<file path="src/urbd_pkg.sv">
/*
 register bank constants for one uart channel front end: register
 indices, field positions, select keys and reset values.
 assumes a host bus with a three-bit register address.
*/
package urbd_pkg;
   localparam int         ADDR_W          = 3;
   localparam int         DATA_W          = 8;
   // register indices on the three-bit address
   localparam logic [2:0] IDX_0           = 3'h0;
   localparam logic [2:0] IDX_1           = 3'h1;
   localparam logic [2:0] IDX_2           = 3'h2;
   localparam logic [2:0] IDX_3           = 3'h3;
   localparam logic [2:0] IDX_4           = 3'h4;
   localparam logic [2:0] IDX_5           = 3'h5;
   localparam logic [2:0] IDX_6           = 3'h6;
   localparam logic [2:0] IDX_7           = 3'h7;
   // line control keys
   localparam int         LCR_DIV_BIT     = 7;
   localparam logic [7:0] LCR_ENH_KEY     = 8'hbf;
   localparam int         EFR_ENH_BIT     = 4;
   // mask bit positions
   localparam int         IM_RX           = 0;
   localparam int         IM_TX           = 1;
   localparam int         IM_LS           = 2;
   localparam int         IM_MS           = 3;
   localparam int         IM_XOFF         = 5;
   localparam int         IM_RTS          = 6;
   localparam int         IM_CTS          = 7;
   localparam int         FCR_FIFO_BIT    = 0;
   localparam logic [7:0] IM_LOW_MASK     = 8'h0f;
   localparam logic [7:0] DLD_MASK        = 8'h0f;
   localparam logic [7:0] AFR_MASK        = 8'h07;
   localparam logic [4:0] LSR_ERR_MASK    = 5'h1e;
   // source codes, bits 5:0 of the status register
   localparam logic [5:0] SRC_NONE        = 6'h01;
   localparam logic [5:0] SRC_LS          = 6'h06;
   localparam logic [5:0] SRC_RXTO        = 6'h0c;
   localparam logic [5:0] SRC_RX          = 6'h04;
   localparam logic [5:0] SRC_TX          = 6'h02;
   localparam logic [5:0] SRC_MS          = 6'h00;
   localparam logic [5:0] SRC_XOFF        = 6'h10;
   localparam logic [5:0] SRC_FLOW        = 6'h20;
   localparam logic [7:0] ZERO8           = 8'h00;
endpackage : urbd_pkg

</file>
<file path="src/urbd_if.sv">
/*
 carrier between the register bank and its interrupt encoder.
 assumes one clock domain; signals are plain levels.
*/
`timescale 1ns/1ps
interface urbd_if;
   logic [7:0] mask;        // effective mask, upper bits gated
   logic       rx_req;      // receive data condition
   logic       rxto_req;    // receive timeout
   logic       tx_req;      // transmit-ready latch
   logic       ls_req;      // line status error
   logic       ms_req;      // modem status change
   logic       xoff_req;    // xoff received
   logic       flow_req;    // cts/rts rise
   logic       fifo_on;     // fifo mode
   logic [7:0] source;      // encoded status value
   modport bank (output mask, rx_req, rxto_req, tx_req, ls_req, ms_req,
                 output xoff_req, flow_req, fifo_on, input source);
   modport enc  (input mask, rx_req, rxto_req, tx_req, ls_req, ms_req,
                 input xoff_req, flow_req, fifo_on, output source);
endinterface : urbd_if

</file>
<file path="src/urbd_int_enc.sv">
/*
 interrupt source encoder: gates each source with its mask bit and
 encodes the highest pending one.
 assumes inputs are registered levels on the same clock.
*/
`timescale 1ns/1ps
module urbd_int_enc (
   urbd_if.enc c
);
   logic [5:0] code;
   // fixed priority, line status highest
   always_comb begin
      code = urbd_pkg::SRC_NONE;
      if (c.ls_req && c.mask[urbd_pkg::IM_LS])
         code = urbd_pkg::SRC_LS;
      else if (c.rxto_req && c.mask[urbd_pkg::IM_RX])
         code = urbd_pkg::SRC_RXTO;
      else if (c.rx_req && c.mask[urbd_pkg::IM_RX])
         code = urbd_pkg::SRC_RX;
      else if (c.tx_req && c.mask[urbd_pkg::IM_TX])
         code = urbd_pkg::SRC_TX;
      else if (c.ms_req && c.mask[urbd_pkg::IM_MS])
         code = urbd_pkg::SRC_MS;
      else if (c.xoff_req && c.mask[urbd_pkg::IM_XOFF])
         code = urbd_pkg::SRC_XOFF;
      else if (c.flow_req && (c.mask[urbd_pkg::IM_RTS]
                              || c.mask[urbd_pkg::IM_CTS]))
         code = urbd_pkg::SRC_FLOW;
   end
   // fifo mode shows in the top two bits
   assign c.source = {c.fifo_on, c.fifo_on, code};
endmodule : urbd_int_enc

</file>
<file path="src/urbd_bank.sv">
/*
 register bank and interrupt mask front end of one uart channel.
 assumes host strobes are synchronous single-cycle pulses on sys_clk
 and that receiver/transmitter status comes from logic on that clock.
*/
`timescale 1ns/1ps
// What this block does
// - receive holding register is read-only
// - transmit holding register is write-only
// - mask gates the four basic sources
// - enabled sources reported in source register
// - divisor bytes at 0,1 when divisor bit set, except with line control 0xbf
// - mask bit 0 enables receive data interrupt
// - transmit interrupt fires if already empty
// - line status bits 1-4 raise interrupt
// - mask bits 7:4 need enhanced enable
module urbd_bank #(
   parameter logic [7:0] REV_CODE = 8'h01,   // arbitrary value
   parameter logic [7:0] ID_CODE  = 8'h5a    // arbitrary value
) (
   input  wire logic       sys_clk,
   input  wire logic       arst_n,
   input  wire logic [2:0] addr,
   input  wire logic       rd_stb,
   input  wire logic       wr_stb,
   input  wire logic [7:0] wr_data,
   output logic      [7:0] rd_data,
   output logic            tx_char_stb,
   output logic      [7:0] tx_char,
   output logic            rx_char_ack,
   input  wire logic [7:0] rx_char,
   input  wire logic       rx_avail,
   input  wire logic       rx_trig_hit,
   input  wire logic       rx_timeout,
   input  wire logic       tx_empty,
   input  wire logic [7:0] line_status_reg,
   input  wire logic [7:0] modem_status,
   input  wire logic       xoff_seen,
   input  wire logic       flow_rise,
   input  wire logic [7:0] fifo_level,
   input  wire logic [7:0] scratch_in,
   output logic            int_out,
   output logic      [7:0] divisor_out,
   output logic      [7:0] divisor_hi_out,
   output logic      [7:0] line_control_out,
   output logic      [7:0] enhanced_out,
   output logic      [7:0] mask_out,
   output logic      [7:0] trigger_out,
   output logic            trigger_stb,
   output logic      [7:0] fcr_out,
   output logic      [7:0] mcr_out
);
   urbd_if c ();

   logic [7:0] div_lo_reg, div_lo_next, div_hi_reg, div_hi_next;
   logic [7:0] lcr_reg, lcr_next, efr_reg, efr_next;
   logic [7:0] imask_reg, imask_next, afr_reg, afr_next;
   logic [7:0] dld_reg, dld_next, feature_control_reg, feature_control_next;
   logic [7:0] resume_char_one_reg, resume_char_one_next, resume_char_two_reg, resume_char_two_next;
   logic [7:0] pause_char_one_reg, pause_char_one_next, pause_char_two_reg, pause_char_two_next;
   logic [7:0] trg_reg, trg_next, fcr_reg, fcr_next;
   logic [7:0] mcr_reg, mcr_next, rdata_reg, rdata_next;
   logic [7:0] thr_reg, thr_next;
   logic       thr_stb_reg, thr_stb_next, rhr_ack_reg, rhr_ack_next;
   logic       trg_stb_reg, trg_stb_next;
   logic       txi_reg, txi_next, int_reg, int_next;
   logic       div_sel, enh_sel, efr_on, rd_isr, fifo_en;

   // access keys for shared offsets
   assign div_sel = lcr_reg[urbd_pkg::LCR_DIV_BIT];
   assign enh_sel = (lcr_reg == urbd_pkg::LCR_ENH_KEY);
   assign efr_on  = efr_reg[urbd_pkg::EFR_ENH_BIT];
   assign fifo_en = fcr_reg[urbd_pkg::FCR_FIFO_BIT];
   assign rd_isr  = rd_stb && (addr == urbd_pkg::IDX_2) && !div_sel
                    && !enh_sel;

   // feed the encoder; upper mask bits ignored without enhanced enable
   assign c.mask     = efr_on ? imask_reg
                       : (imask_reg & urbd_pkg::IM_LOW_MASK);
   assign c.rx_req   = fifo_en ? rx_trig_hit : rx_avail;
   assign c.rxto_req = fifo_en && rx_timeout;
   assign c.tx_req   = txi_reg;
   assign c.ls_req   = |(line_status_reg[4:0]
                         & urbd_pkg::LSR_ERR_MASK);
   assign c.ms_req   = |modem_status[3:0];
   assign c.xoff_req = xoff_seen;
   assign c.flow_req = flow_rise;
   assign c.fifo_on  = fifo_en;

   urbd_int_enc u_enc (
      .c (c)
   );

   // register writes, decoded by address and access keys
   always_comb begin
      div_lo_next  = div_lo_reg;
      div_hi_next  = div_hi_reg;
      lcr_next     = lcr_reg;
      efr_next     = efr_reg;
      imask_next   = imask_reg;
      afr_next     = afr_reg;
      dld_next     = dld_reg;
      feature_control_next    = feature_control_reg;
      resume_char_one_next    = resume_char_one_reg;
      resume_char_two_next    = resume_char_two_reg;
      pause_char_one_next   = pause_char_one_reg;
      pause_char_two_next   = pause_char_two_reg;
      trg_next     = trg_reg;
      fcr_next     = fcr_reg;
      mcr_next     = mcr_reg;
      thr_next     = thr_reg;
      thr_stb_next = 1'b0;
      trg_stb_next = 1'b0;
      if (wr_stb) begin
         if (enh_sel) begin
            unique case (addr)
               urbd_pkg::IDX_0: begin
                  trg_next     = wr_data;
                  trg_stb_next = 1'b1;
               end
               urbd_pkg::IDX_1: feature_control_next  = wr_data;
               urbd_pkg::IDX_2: efr_next   = wr_data;
               urbd_pkg::IDX_3: lcr_next   = wr_data;
               urbd_pkg::IDX_4: resume_char_one_next  = wr_data;
               urbd_pkg::IDX_5: resume_char_two_next  = wr_data;
               urbd_pkg::IDX_6: pause_char_one_next = wr_data;
               urbd_pkg::IDX_7: pause_char_two_next = wr_data;
            endcase
         end else begin
            unique case (addr)
               urbd_pkg::IDX_0: begin
                  if (div_sel) begin
                     div_lo_next = wr_data;
                  end else begin
                     thr_next     = wr_data;
                     thr_stb_next = 1'b1;
                  end
               end
               urbd_pkg::IDX_1: begin
                  if (div_sel)
                     div_hi_next = wr_data;
                  else
                     imask_next  = wr_data;
               end
               urbd_pkg::IDX_2: begin
                  if (div_sel && efr_on)
                     dld_next = wr_data & urbd_pkg::DLD_MASK;
                  else if (div_sel)
                     afr_next = wr_data & urbd_pkg::AFR_MASK;
                  else
                     fcr_next = wr_data;
               end
               urbd_pkg::IDX_3: lcr_next = wr_data;
               urbd_pkg::IDX_4: mcr_next = wr_data;
               // read-only spots swallow writes
               urbd_pkg::IDX_5, urbd_pkg::IDX_6, urbd_pkg::IDX_7: ;
            endcase
         end
      end
   end

   // transmit-ready latch: set on empty or on enabling while empty
   always_comb begin
      txi_next = txi_reg;
      if (rd_isr || thr_stb_next)
         txi_next = 1'b0;
      if ((tx_empty && !txi_reg && !thr_stb_reg && !rd_isr
           && !thr_stb_next)
          || (imask_next[urbd_pkg::IM_TX] && !imask_reg[urbd_pkg::IM_TX]
              && tx_empty))
         txi_next = 1'b1;
   end

   // read mux; reserved bits read zero, write-only spots return receive data, status or fifo level
   always_comb begin
      rdata_next   = rdata_reg;
      rhr_ack_next = 1'b0;
      if (rd_stb) begin
         rdata_next = urbd_pkg::ZERO8;
         if (enh_sel) begin
            unique case (addr)
               urbd_pkg::IDX_0: rdata_next = fifo_level;
               urbd_pkg::IDX_1: rdata_next = feature_control_reg;
               urbd_pkg::IDX_2: rdata_next = efr_reg;
               urbd_pkg::IDX_3: rdata_next = lcr_reg;
               urbd_pkg::IDX_4: rdata_next = resume_char_one_reg;
               urbd_pkg::IDX_5: rdata_next = resume_char_two_reg;
               urbd_pkg::IDX_6: rdata_next = pause_char_one_reg;
               urbd_pkg::IDX_7: rdata_next = pause_char_two_reg;
            endcase
         end else begin
            unique case (addr)
               urbd_pkg::IDX_0: begin
                  if (div_sel) begin
                     rdata_next = div_lo_reg;
                  end else begin
                     rdata_next   = rx_char;
                     rhr_ack_next = 1'b1;
                  end
               end
               urbd_pkg::IDX_1:
                  rdata_next = div_sel ? div_hi_reg : c.mask;
               urbd_pkg::IDX_2: begin
                  if (div_sel && efr_on)
                     rdata_next = dld_reg;
                  else if (div_sel)
                     rdata_next = afr_reg;
                  else
                     rdata_next = c.source;
               end
               urbd_pkg::IDX_3: rdata_next = lcr_reg;
               urbd_pkg::IDX_4: rdata_next = mcr_reg;
               urbd_pkg::IDX_5: rdata_next = line_status_reg;
               urbd_pkg::IDX_6: rdata_next = modem_status;
               urbd_pkg::IDX_7: rdata_next = scratch_in;
            endcase
         end
      end
   end

   // identity registers overlay when both divisor bytes are zero
   logic [7:0] rd_final;
   always_comb begin
      rd_final = rdata_next;
      if (rd_stb && div_sel && !enh_sel && div_lo_reg == urbd_pkg::ZERO8
          && div_hi_reg == urbd_pkg::ZERO8) begin
         if (addr == urbd_pkg::IDX_0)
            rd_final = REV_CODE;
         else if (addr == urbd_pkg::IDX_1)
            rd_final = ID_CODE;
      end
   end

   // interrupt line high when any enabled source pends
   always_comb begin
      int_next = (c.source[5:0] != urbd_pkg::SRC_NONE);
   end

   // state registers
   always_ff @(posedge sys_clk or negedge arst_n) begin
      if (!arst_n) begin
         div_lo_reg  <= urbd_pkg::ZERO8;
         div_hi_reg  <= urbd_pkg::ZERO8;
         lcr_reg     <= urbd_pkg::ZERO8;
         efr_reg     <= urbd_pkg::ZERO8;
         imask_reg   <= urbd_pkg::ZERO8;
         afr_reg     <= urbd_pkg::ZERO8;
         dld_reg     <= urbd_pkg::ZERO8;
         feature_control_reg    <= urbd_pkg::ZERO8;
         resume_char_one_reg    <= urbd_pkg::ZERO8;
         resume_char_two_reg    <= urbd_pkg::ZERO8;
         pause_char_one_reg   <= urbd_pkg::ZERO8;
         pause_char_two_reg   <= urbd_pkg::ZERO8;
         trg_reg     <= urbd_pkg::ZERO8;
         fcr_reg     <= urbd_pkg::ZERO8;
         mcr_reg     <= urbd_pkg::ZERO8;
         thr_reg     <= urbd_pkg::ZERO8;
         rdata_reg   <= urbd_pkg::ZERO8;
         thr_stb_reg <= 1'b0;
         rhr_ack_reg <= 1'b0;
         trg_stb_reg <= 1'b0;
         txi_reg     <= 1'b0;
         int_reg     <= 1'b0;
      end else begin
         div_lo_reg  <= div_lo_next;
         div_hi_reg  <= div_hi_next;
         lcr_reg     <= lcr_next;
         efr_reg     <= efr_next;
         imask_reg   <= imask_next;
         afr_reg     <= afr_next;
         dld_reg     <= dld_next;
         feature_control_reg    <= feature_control_next;
         resume_char_one_reg    <= resume_char_one_next;
         resume_char_two_reg    <= resume_char_two_next;
         pause_char_one_reg   <= pause_char_one_next;
         pause_char_two_reg   <= pause_char_two_next;
         trg_reg     <= trg_next;
         fcr_reg     <= fcr_next;
         mcr_reg     <= mcr_next;
         thr_reg     <= thr_next;
         rdata_reg   <= rd_final;
         thr_stb_reg <= thr_stb_next;
         rhr_ack_reg <= rhr_ack_next;
         trg_stb_reg <= trg_stb_next;
         txi_reg     <= txi_next;
         int_reg     <= int_next;
      end
   end

   // every output straight from a flip-flop
   assign rd_data          = rdata_reg;
   assign tx_char_stb      = thr_stb_reg;
   assign tx_char          = thr_reg;
   assign rx_char_ack      = rhr_ack_reg;
   assign int_out          = int_reg;
   assign divisor_out      = div_lo_reg;
   assign divisor_hi_out   = div_hi_reg;
   assign line_control_out = lcr_reg;
   assign enhanced_out     = efr_reg;
   assign mask_out         = imask_reg;
   assign trigger_out      = trg_reg;
   assign trigger_stb      = trg_stb_reg;
   assign fcr_out          = fcr_reg;
   assign mcr_out          = mcr_reg;
endmodule : urbd_bank

</file>
<file path="config.mk">
export PLATFORM = sky130hd
export DESIGN_NAME = urbd_bank
export DESIGN_NICKNAME = d
export VERILOG_FILES = /design/src/urbd_pkg.sv /design/src/urbd_if.sv /design/src/urbd_int_enc.sv /design/src/urbd_bank.sv
export SDC_FILE = /design/constraint.sdc
export NUM_CORES = 1
export LEC_CHECK = 0
export ABC_CLOCK_PERIOD_IN_PS = 2300
export BUFFER_PORTS_ARGS = -buffer_cell sky130_fd_sc_hd__buf_4
export CAP_MARGIN = 20
export CORE_MARGIN = 1
export CORE_UTILIZATION = 46
export DETAILED_ROUTE_END_ITERATION = 6
export HOLD_SLACK_MARGIN = 0.06
export PLACE_DENSITY = 0.69
export SETUP_SLACK_MARGIN = 0.05
export SYNTH_ARGS = -nofsm -noshare
export SYNTH_HDL_FRONTEND = slang
export SYNTH_SLANG_ARGS = --single-unit
</file>
<file path="constraint.sdc">
create_clock -name sys_clk -period 2.3 [get_ports sys_clk]
set_input_delay 0.115 -clock sys_clk [delete_from_list [all_inputs] [get_ports sys_clk]]
set_output_delay 0.115 -clock sys_clk [all_outputs]
set_load 0.02 [all_outputs]
</file>
**Yosys cells after proc, flatten, opt, wreduce, memory -nomap -nowiden**

Cells that the tools add are included.

- Add/sub/neg operators: 0
- Multiply operators: 0
- Div/mod/pow operators: 0
- Order comparisons: 0
- Equality and inequality tests: 9
- Shift operators: 0
- Muxes and demuxes: 34
- Bitwise operators: 3
- Reduce and logical (&&, ||, !) cells: 54

Operators by type and width:

| kind | count |
|---|---|
| $pmux 8 s8 | 2 |
| $mux 8 | 10 |
| $mux 6 | 7 |
| $reduce_and 3->1 | 8 |
| $logic_and 1x1->1 | 22 |
| $reduce_and 4->1 | 5 |
| $logic_not 8->1 | 2 |
| $eq 3x3->1 const B | 4 |
| $mux 1 | 11 |
| $reduce_and 5->1 | 2 |
| $eq 8x8->1 const B | 1 |
| $mux 2 | 4 |
| $reduce_or 4->1 | 2 |
| $logic_not 1->1 | 7 |
| $eq 3x2->1 const B | 2 |
| $ne 6x1->1 const B | 1 |
| $eq 3x1->1 const B | 1 |
| $logic_not 3->1 | 1 |
| $logic_or 1x1->1 | 3 |
| $not 1->1 | 3 |
| $reduce_and 2->1 | 1 |
| $reduce_bool 2->1 | 1 |

- Flip-flop bits (word level): 132
- Bits in latches: 0
- Bits in writable memories: 0
- Bits in read-only memories: 0
- Input port bits: 61
- Output and inout bits: 84
- Memories: 0

**Depth between registers and ports, before layout**

Gate-level depths: netlist (run 1).

- Depth in word-level cells: 18
- Mapped depth: 9
- Depth with buffers taken out: 6

**Cells and area by module**

A second synthesis (run 1) with hierarchy kept.

- Cells, all modules: 546
- Area, all modules: 6822.8 um^2

By module, submodules not included:

| module | times used | cells each | area an instance (um^2) |
|---|---|---|---|
| urbd_bank | 1 | 531 | 6725.2 |
| urbd_int_enc | 1 | 15 | 97.6 |

**Worst setup path after synthesis (run 1)**

OpenSTA, ideal clock, no wires.

- Path type: reg2reg
- Start point: reg lcr_reg[6] (netlist: line_control_out[6])
- End point: reg feature_control_reg[3]
- Arrival time: 1.829 ns
- Slack: 0.346 ns
- Cell stages (with the launch flop): 7
- Path buffers: 1
- Cell sequence: dfrtp_1 -> nand4b_1 -> nor2_4 -> nand3_1 -> nor3_2 -> buf_4 -> mux2_2

- Word-level cells in the longest chain between the ends: 2

Ends and longest elaborated chain:

| what | line | RTL |
|---|---|---|
| start: declaration | urbd_bank.sv:56 | `logic [7:0] lcr_reg, lcr_next, efr_reg, efr_next;` |
| start signal: assignment | urbd_bank.sv:244 | `lcr_reg <= urbd_pkg::ZERO8;` |
| start signal: assignment | urbd_bank.sv:267 | `lcr_reg <= lcr_next;` |
| $eq 8x8->1 | urbd_bank.sv:71 | `assign enh_sel = (lcr_reg == urbd_pkg::LCR_ENH_KEY);` |
| $reduce_and 3->1 (no source line) | n/a |  |
| end signal: assignment | urbd_bank.sv:249 | `feature_control_reg <= urbd_pkg::ZERO8;` |
| end signal: assignment | urbd_bank.sv:272 | `feature_control_reg <= feature_control_next;` |
| end: declaration | urbd_bank.sv:58 | `logic [7:0] dld_reg, dld_next, feature_control_reg, feature_control_next;` |

Every way passes these cells.
A chain may end at the register's enable or synchronous reset.

**Worst setup path after layout (run 1)**

- Start point: reg lcr_reg[6] (netlist: line_control_out[6])
- End point: reg feature_control_reg[0]

The elaborated chain is that of the path after synthesis.

==> results of run 1 <==
power by group:
part / total, mW / switching (mW) / leakage [nW] / internal, mW
Sequential: 2.97 / 0.337 / 1.68 / 2.63
Clock: 2.69 / 1.06 / 0.287 / 1.63
Combinational: 1.89 / 1.00 / 2.18 / 0.888
Total: 7.55 / 2.40 / 4.15 / 5.15
cell usage in the layout, fill, tap and decap left out, types with 5 or more instances in the layout:
cell type and instances:
a21oi_1 19, clkbuf_16 17, and3_1 5, o221ai_1 5, nand3_1 12, mux2i_1 16
buf_4 180, nor3_1 7, o21ai_0 30, dlygate4sd3_1 10, a31oi_1 6, inv_1 13
dfrtp_1 131, nand2b_1 10, nor2_1 19, a211oi_1 6, a221oi_1 8, mux4_2 5
nor2b_1 7, nand2_1 35, mux2_2 123, a22o_1 5
cells in the mapped netlist, drive strengths merged (2+ instances only):
master   number
a211o         2
a211oi        7
a21oi        19
a221o         2
a221oi        9
a22o          5
a22oi         2
a31oi         6
and2          2
and3          5
buf          22
clkbuf       15
dfrtp       132
inv          13
mux2        123
mux2i        16
mux4          5
nand2        35
nand2b       10
nand3        14
nand4         6
nand4b        4
nor2         25
nor2b         7
nor3          9
o211ai        3
o21ai        33
o221ai        5
o22ai         2
o2bb2ai       3
or4           4
repair_timing:
action                     CTS  global route
setup endpoints to repair    0             5
hold buffers                10             0
gates resized for setup      0             2
hold endpoints to repair    39             0
layer usage:
layer	vias to the layer above	part of all wire, %	global-route usage [%]
li1	2441	-	-
met1	2769	44	43.2
met2	281	45	45.3
met5	-	0.060	0
met4	2	2.9	11.5
met3	48	8.5	7.20
critical path: stages (launching register included):
cell and delay [ns]:
dfrtp_1 0.43, nand4b_1 0.30, nor2_4 0.17, nand3_1 0.18, nor3_2 0.46, mux2_2 0.40
layout make-up:
class                      instances  area (um2)
clock inverter                    14         151
tap                              180         225
multi-input combinational        380        3110
inverter                          13        48.8
fill                            1121        5240
clock buffer                      18         439
timing repair buffer             191        1470
sequential                       132        3300
logic make-up (layout without fill, tap and decap cells):
logic type             after synthesis  count (layout)  synth area share [%]
AND/OR/NAND/NOR                    127             127                  10.7
multiplexers                       144             144                  24.9
buffers and inverters               50             236                  3.58
AO/OA/AOI/OAI                      109             109                  11.1
flip-flops                         132             132                  49.7
worst paths after layout:
path                                      from                     end  slack, ns
max                        line_control_out[6]  feature_control_reg[0]       0.23
min                                 wr_data[7]  feature_control_reg[7]       0.06
max reg2reg                line_control_out[6]  feature_control_reg[0]       0.23
min reg2reg                         fcr_out[3]              fcr_out[3]       0.50
max in group asynchronous               arst_n              mcr_out[3]       1.32
min in group asynchronous               arst_n             trigger_stb       0.21
per-stage QoR:
stage	std cells	utilization, %	area (um2)	power, mW	hold WS, ns
after floorplan	562	-	6650	3.89	-0.181
after global placement	886	57.6	8060	4.83	0.109
after detailed placement	886	57.6	8060	4.86	0.121
after CTS	928	62.5	8750	7.57	0.0661
final	928	62.6	8750	7.55	0.0566
after global routing	928	62.6	8750	7.83	0.0856
==> impl_metrics.env, run 1 <==
export IMPL_powerDensity_nw_per_um2=863
export IMPL_synthFlopType="dfrtp_1"
export IMPL_avgViaCountPerCell=5.97
export IMPL_fin_skew_ns=0.0115
export IMPL_synth_cell_area_um2=6650
export IMPL_first_pass_iters=6
export IMPL_crit_required_ns=2.61
export IMPL_io_pins=145
export IMPL_maxClockFrequency_ghz=0.483
export IMPL_worstPathMaxFanout=7
export IMPL_synth_top_area_cell="dfrtp_1"
export IMPL_synth_seq_cells=132
export IMPL_io_buffers=144
export IMPL_yosysSeqAreaShare_pct=49.7
export IMPL_start_kind="flop"
export IMPL_dp_worst_setup_slack_ns=0.0847
export IMPL_grt_pass1_vias=5569
export IMPL_diodes=0
export IMPL_cts_root_buf="clkbuf_16"
export IMPL_worst_pin_slew_ns=0.621
export IMPL_crit_type="flop to flop"
export IMPL_h_tree_depth=4
export IMPL_drc_errors=0
export IMPL_cp_end_kind="flop"
export IMPL_syn_area_per_cell_um2=11.8
export IMPL_gr_total_overflow=0
export IMPL_relSlewSlack_pct=58.1
export IMPL_setup_violations=0
export IMPL_period_share_pct=89.9
export IMPL_holdPathStages=3
export IMPL_die_h_um=122
export IMPL_cts_sinks=132
export IMPL_post_cts_buffers=0
export IMPL_wl_per_cell_um=23.3
export IMPL_drt_iter0_markers=516
export IMPL_place_gp_congestion=0.895
export IMPL_grt_max_degree=52
export IMPL_antenna_found_initial=1
export IMPL_die_x_um=122
export IMPL_worst_slack_ns=0.232
export IMPL_tritoncts="built"
export IMPL_dieArea_um2=14900
export IMPL_drv_slew=0
export IMPL_areaGrowthSynthToFinish_pct=31.7
export IMPL_start_util_pct=47.5
export IMPL_hold_path_class="input pin to flop"
export IMPL_synth_edf_count=0
export IMPL_grtUsageTotal_pct=30.5
export IMPL_reg2reg_depth=5
export IMPL_synth_distinct_cells=59
export IMPL_setup_tns_ns=0
export IMPL_std_cell_rows=43
export IMPL_hold_violations=0
export IMPL_clkTransAtPathRegs_ns=0.06
export IMPL_netlist_instances=562
export IMPL_rsz0062_at_grt="no"
export IMPL_grt_first_pass_wirelength_um=32900
export IMPL_syn_nets=623
export IMPL_drv_cap=0
export IMPL_drive_gt1_share_pct=48.1
export IMPL_cts_made_buffers=17
export IMPL_core_area_um2=14000
export IMPL_finalCriticalPeriod_ns=2.07
export IMPL_dp_hpwl_um=15600
export IMPL_ant_nets=0
export IMPL_leakage_nw=4.15
export IMPL_synth_top_area_share_pct=49.7
export IMPL_clockBufferDepth=2
export IMPL_vias=5541
export IMPL_status="finished clean"
export IMPL_ir_drop_mv=0.683
export IMPL_finalWirelength_um=21600
export IMPL_async_flop_share_pct=100
export IMPL_ys_warnings_count=0
export IMPL_insertion_delay_ns=0.43
export IMPL_arrival_ns=2.38
export IMPL_synth_area_top_cells="dfrtp_1, mux2_2, mux2i_1, o21ai_0, nand2_1"
export IMPL_nNetsFinal=796
Note: power is estimated with default switching activity, not from simulation.
==> run 2: changes to the inputs <==
Settings changed: ABC_CLOCK_PERIOD_IN_PS 2300 to 2450, SKIP_CTS_REPAIR_TIMING set to 1.
Clock period 2.3 ns to 2.45 ns, I/O delays scaled along.
==> run 2 against run 1 <==
- power down 3.4%
- die area unchanged
- maximum frequency down 5.0%
- sequential power down 7.1%
- wire length down 2.4%
- core utilization down 0.92 points
- sequential cell count unchanged
- worst setup slack better by 0.042 ns
- worst hold slack worse by 0.020 ns
- critical path type unchanged
- critical path depth unchanged
- final cell count down 2.6%
- highest routed layer is now met4
- global-route usage down 0.69 points
==> impl_metrics.env, run 2 (synthesized netlist as in run 1, its figures left out) <==
export IMPL_status="finished clean"
export IMPL_nNetsFinal=772
export IMPL_stdcell_area_um2=8620
export IMPL_first_pass_iters=5
export IMPL_io_pins=145
export IMPL_power_switching_share_pct=30.6
export IMPL_final_common_cell="buf_4"
export IMPL_power_frac_comb_pct=24.2
export IMPL_arrival_ns=2.49
export IMPL_drv_cap=0
export IMPL_critPathBufInv=0
export IMPL_clkTransAtPathRegs_ns=0.06
export IMPL_drive_gt1_share_pct=47.2
export IMPL_cts_sinks=132
export IMPL_drt_iter0_markers=446
export IMPL_diodes=0
export IMPL_start_util_pct=47.5
export IMPL_finalCriticalPeriod_ns=2.18
export IMPL_insertion_delay_ns=0.43
export IMPL_path_delay_family="simple AND/OR/NAND/NOR gates"
export IMPL_hold_violations=0
export IMPL_ant_nets=0
export IMPL_worst_pin_slew_ns=0.698
export IMPL_crit_type="flop to flop"
export IMPL_worstPathMaxFanout=9
export IMPL_die_h_um=122
export IMPL_leakage_nw=4.06
export IMPL_pwr_share_clk_pct=37.9
export IMPL_p_sw_mw=2.23
export IMPL_hold_path_class="input pin to flop"
export IMPL_tritoncts="built"
export IMPL_crit_required_ns=2.76
export IMPL_finalPower_mw=7.29
export IMPL_hold_ws_ns=0.0368
export IMPL_placed_area_um2=7960
export IMPL_ir_drop_mv=0.577
export IMPL_core_area_um2=14000
export IMPL_worst_slack_ns=0.273
export IMPL_most_common_layout_cells="buf_4, dfrtp_1, mux2_2"
export IMPL_cp_end_kind="flop"
export IMPL_h_tree_depth=4
export IMPL_grt_pass1_vias=5305
export IMPL_dieArea_um2=14900
export IMPL_clockBufferDepth=2
export IMPL_io_buffers=144
export IMPL_gr_total_overflow=0
export IMPL_die_x_um=122
export IMPL_drc_errors=0
export IMPL_rsz0062_at_grt="no"
export IMPL_cpMaxStageDelayCell="dfrtp_1"
export IMPL_critPathMaxStageDelay_ns=0.46
export IMPL_finalWirelength_um=21100
export IMPL_drv_slew=0
export IMPL_std_cell_rows=43
export IMPL_dp_cells=870
export IMPL_maxClockFrequency_ghz=0.459
export IMPL_setup_violations=0
export IMPL_grtUsageTotal_pct=29.8
export IMPL_vias=5422
export IMPL_fin_skew_ns=0.00500
export IMPL_start_kind="flop"
export IMPL_grt_first_pass_wirelength_um=32100
export IMPL_relSlewSlack_pct=53.5
export IMPL_powerDensity_nw_per_um2=846
export IMPL_path_cells="nand4_2, nor2_4, nand3_1, nor3_2, mux2_2"
export IMPL_utilization_pct=61.6
export IMPL_setup_tns_ns=0
export IMPL_dp_hpwl_um=15100
export IMPL_wl_per_cell_um=23.4
export IMPL_instances_no_fill=904
export IMPL_grt_max_degree=52
export IMPL_period_share_pct=88.8
export IMPL_avgViaCountPerCell=6.00
export IMPL_dp_worst_setup_slack_ns=0.173
export IMPL_cts_root_buf="clkbuf_16"
export IMPL_cts_made_buffers=17
export IMPL_place_gp_congestion=0.869
export IMPL_p_int_mw=5.06
export IMPL_antenna_found_initial=0
export IMPL_p_seq_share_pct=37.9
export IMPL_areaGrowthSynthToFinish_pct=29.7
[run 2: layer usage]
metal,track usage (%),vias to the layer above,wire length [um]
met3,5.76,32,1540
met1,44.1,2746,9610
li1,-,2390,-
met5,0,-,0
met4,8.92,0,405
met2,44.2,254,9570
[run 2: area by class of cell]
| type | instances | area [um2] |
|---|---|---|
| Tap cell | 180 | 225 |
| Timing Repair Buffer | 167 | 1300 |
| Fill cell | 1147 | 5370 |
| Sequential cell | 132 | 3300 |
| Multi-Input combinational cell | 380 | 3110 |
| Clock buffer | 20 | 467 |
| Inverter | 13 | 48.8 |
| Clock inverter | 12 | 176 |
[run 2: power by group through the flow]
stage	sequential, mW	combinational [mW]	clock, mW
floorplan	3.03	0.627	0
global placement	2.77	1.74	0
detailed placement	2.79	1.75	0
CTS	2.75	1.76	2.79
global route	2.80	1.86	2.88
finish	2.76	1.77	2.76
[run 2: path summary, 6_finish.rpt]
path / from / to / slack, ns / cells after the start
max in group asynchronous: arst_n / fcr_out[0] / 1.53 / 3
setup / recovery: line_control_out[7] / feature_control_reg[4] / 0.27 / 5
hold reg to reg: dld_reg[1] / dld_reg[1] / 0.50 / 1
min in group asynchronous: arst_n / trigger_out[1] / 0.23 / 2
hold / removal: wr_data[5] / feature_control_reg[5] / 0.04 / 3
setup reg to reg: line_control_out[7] / feature_control_reg[4] / 0.27 / 5
[run 2: worst min-delay path, stage by stage]
cell and delay (ns):
buf_4 0.19, nand2_1 0.06, o21ai_0 0.06
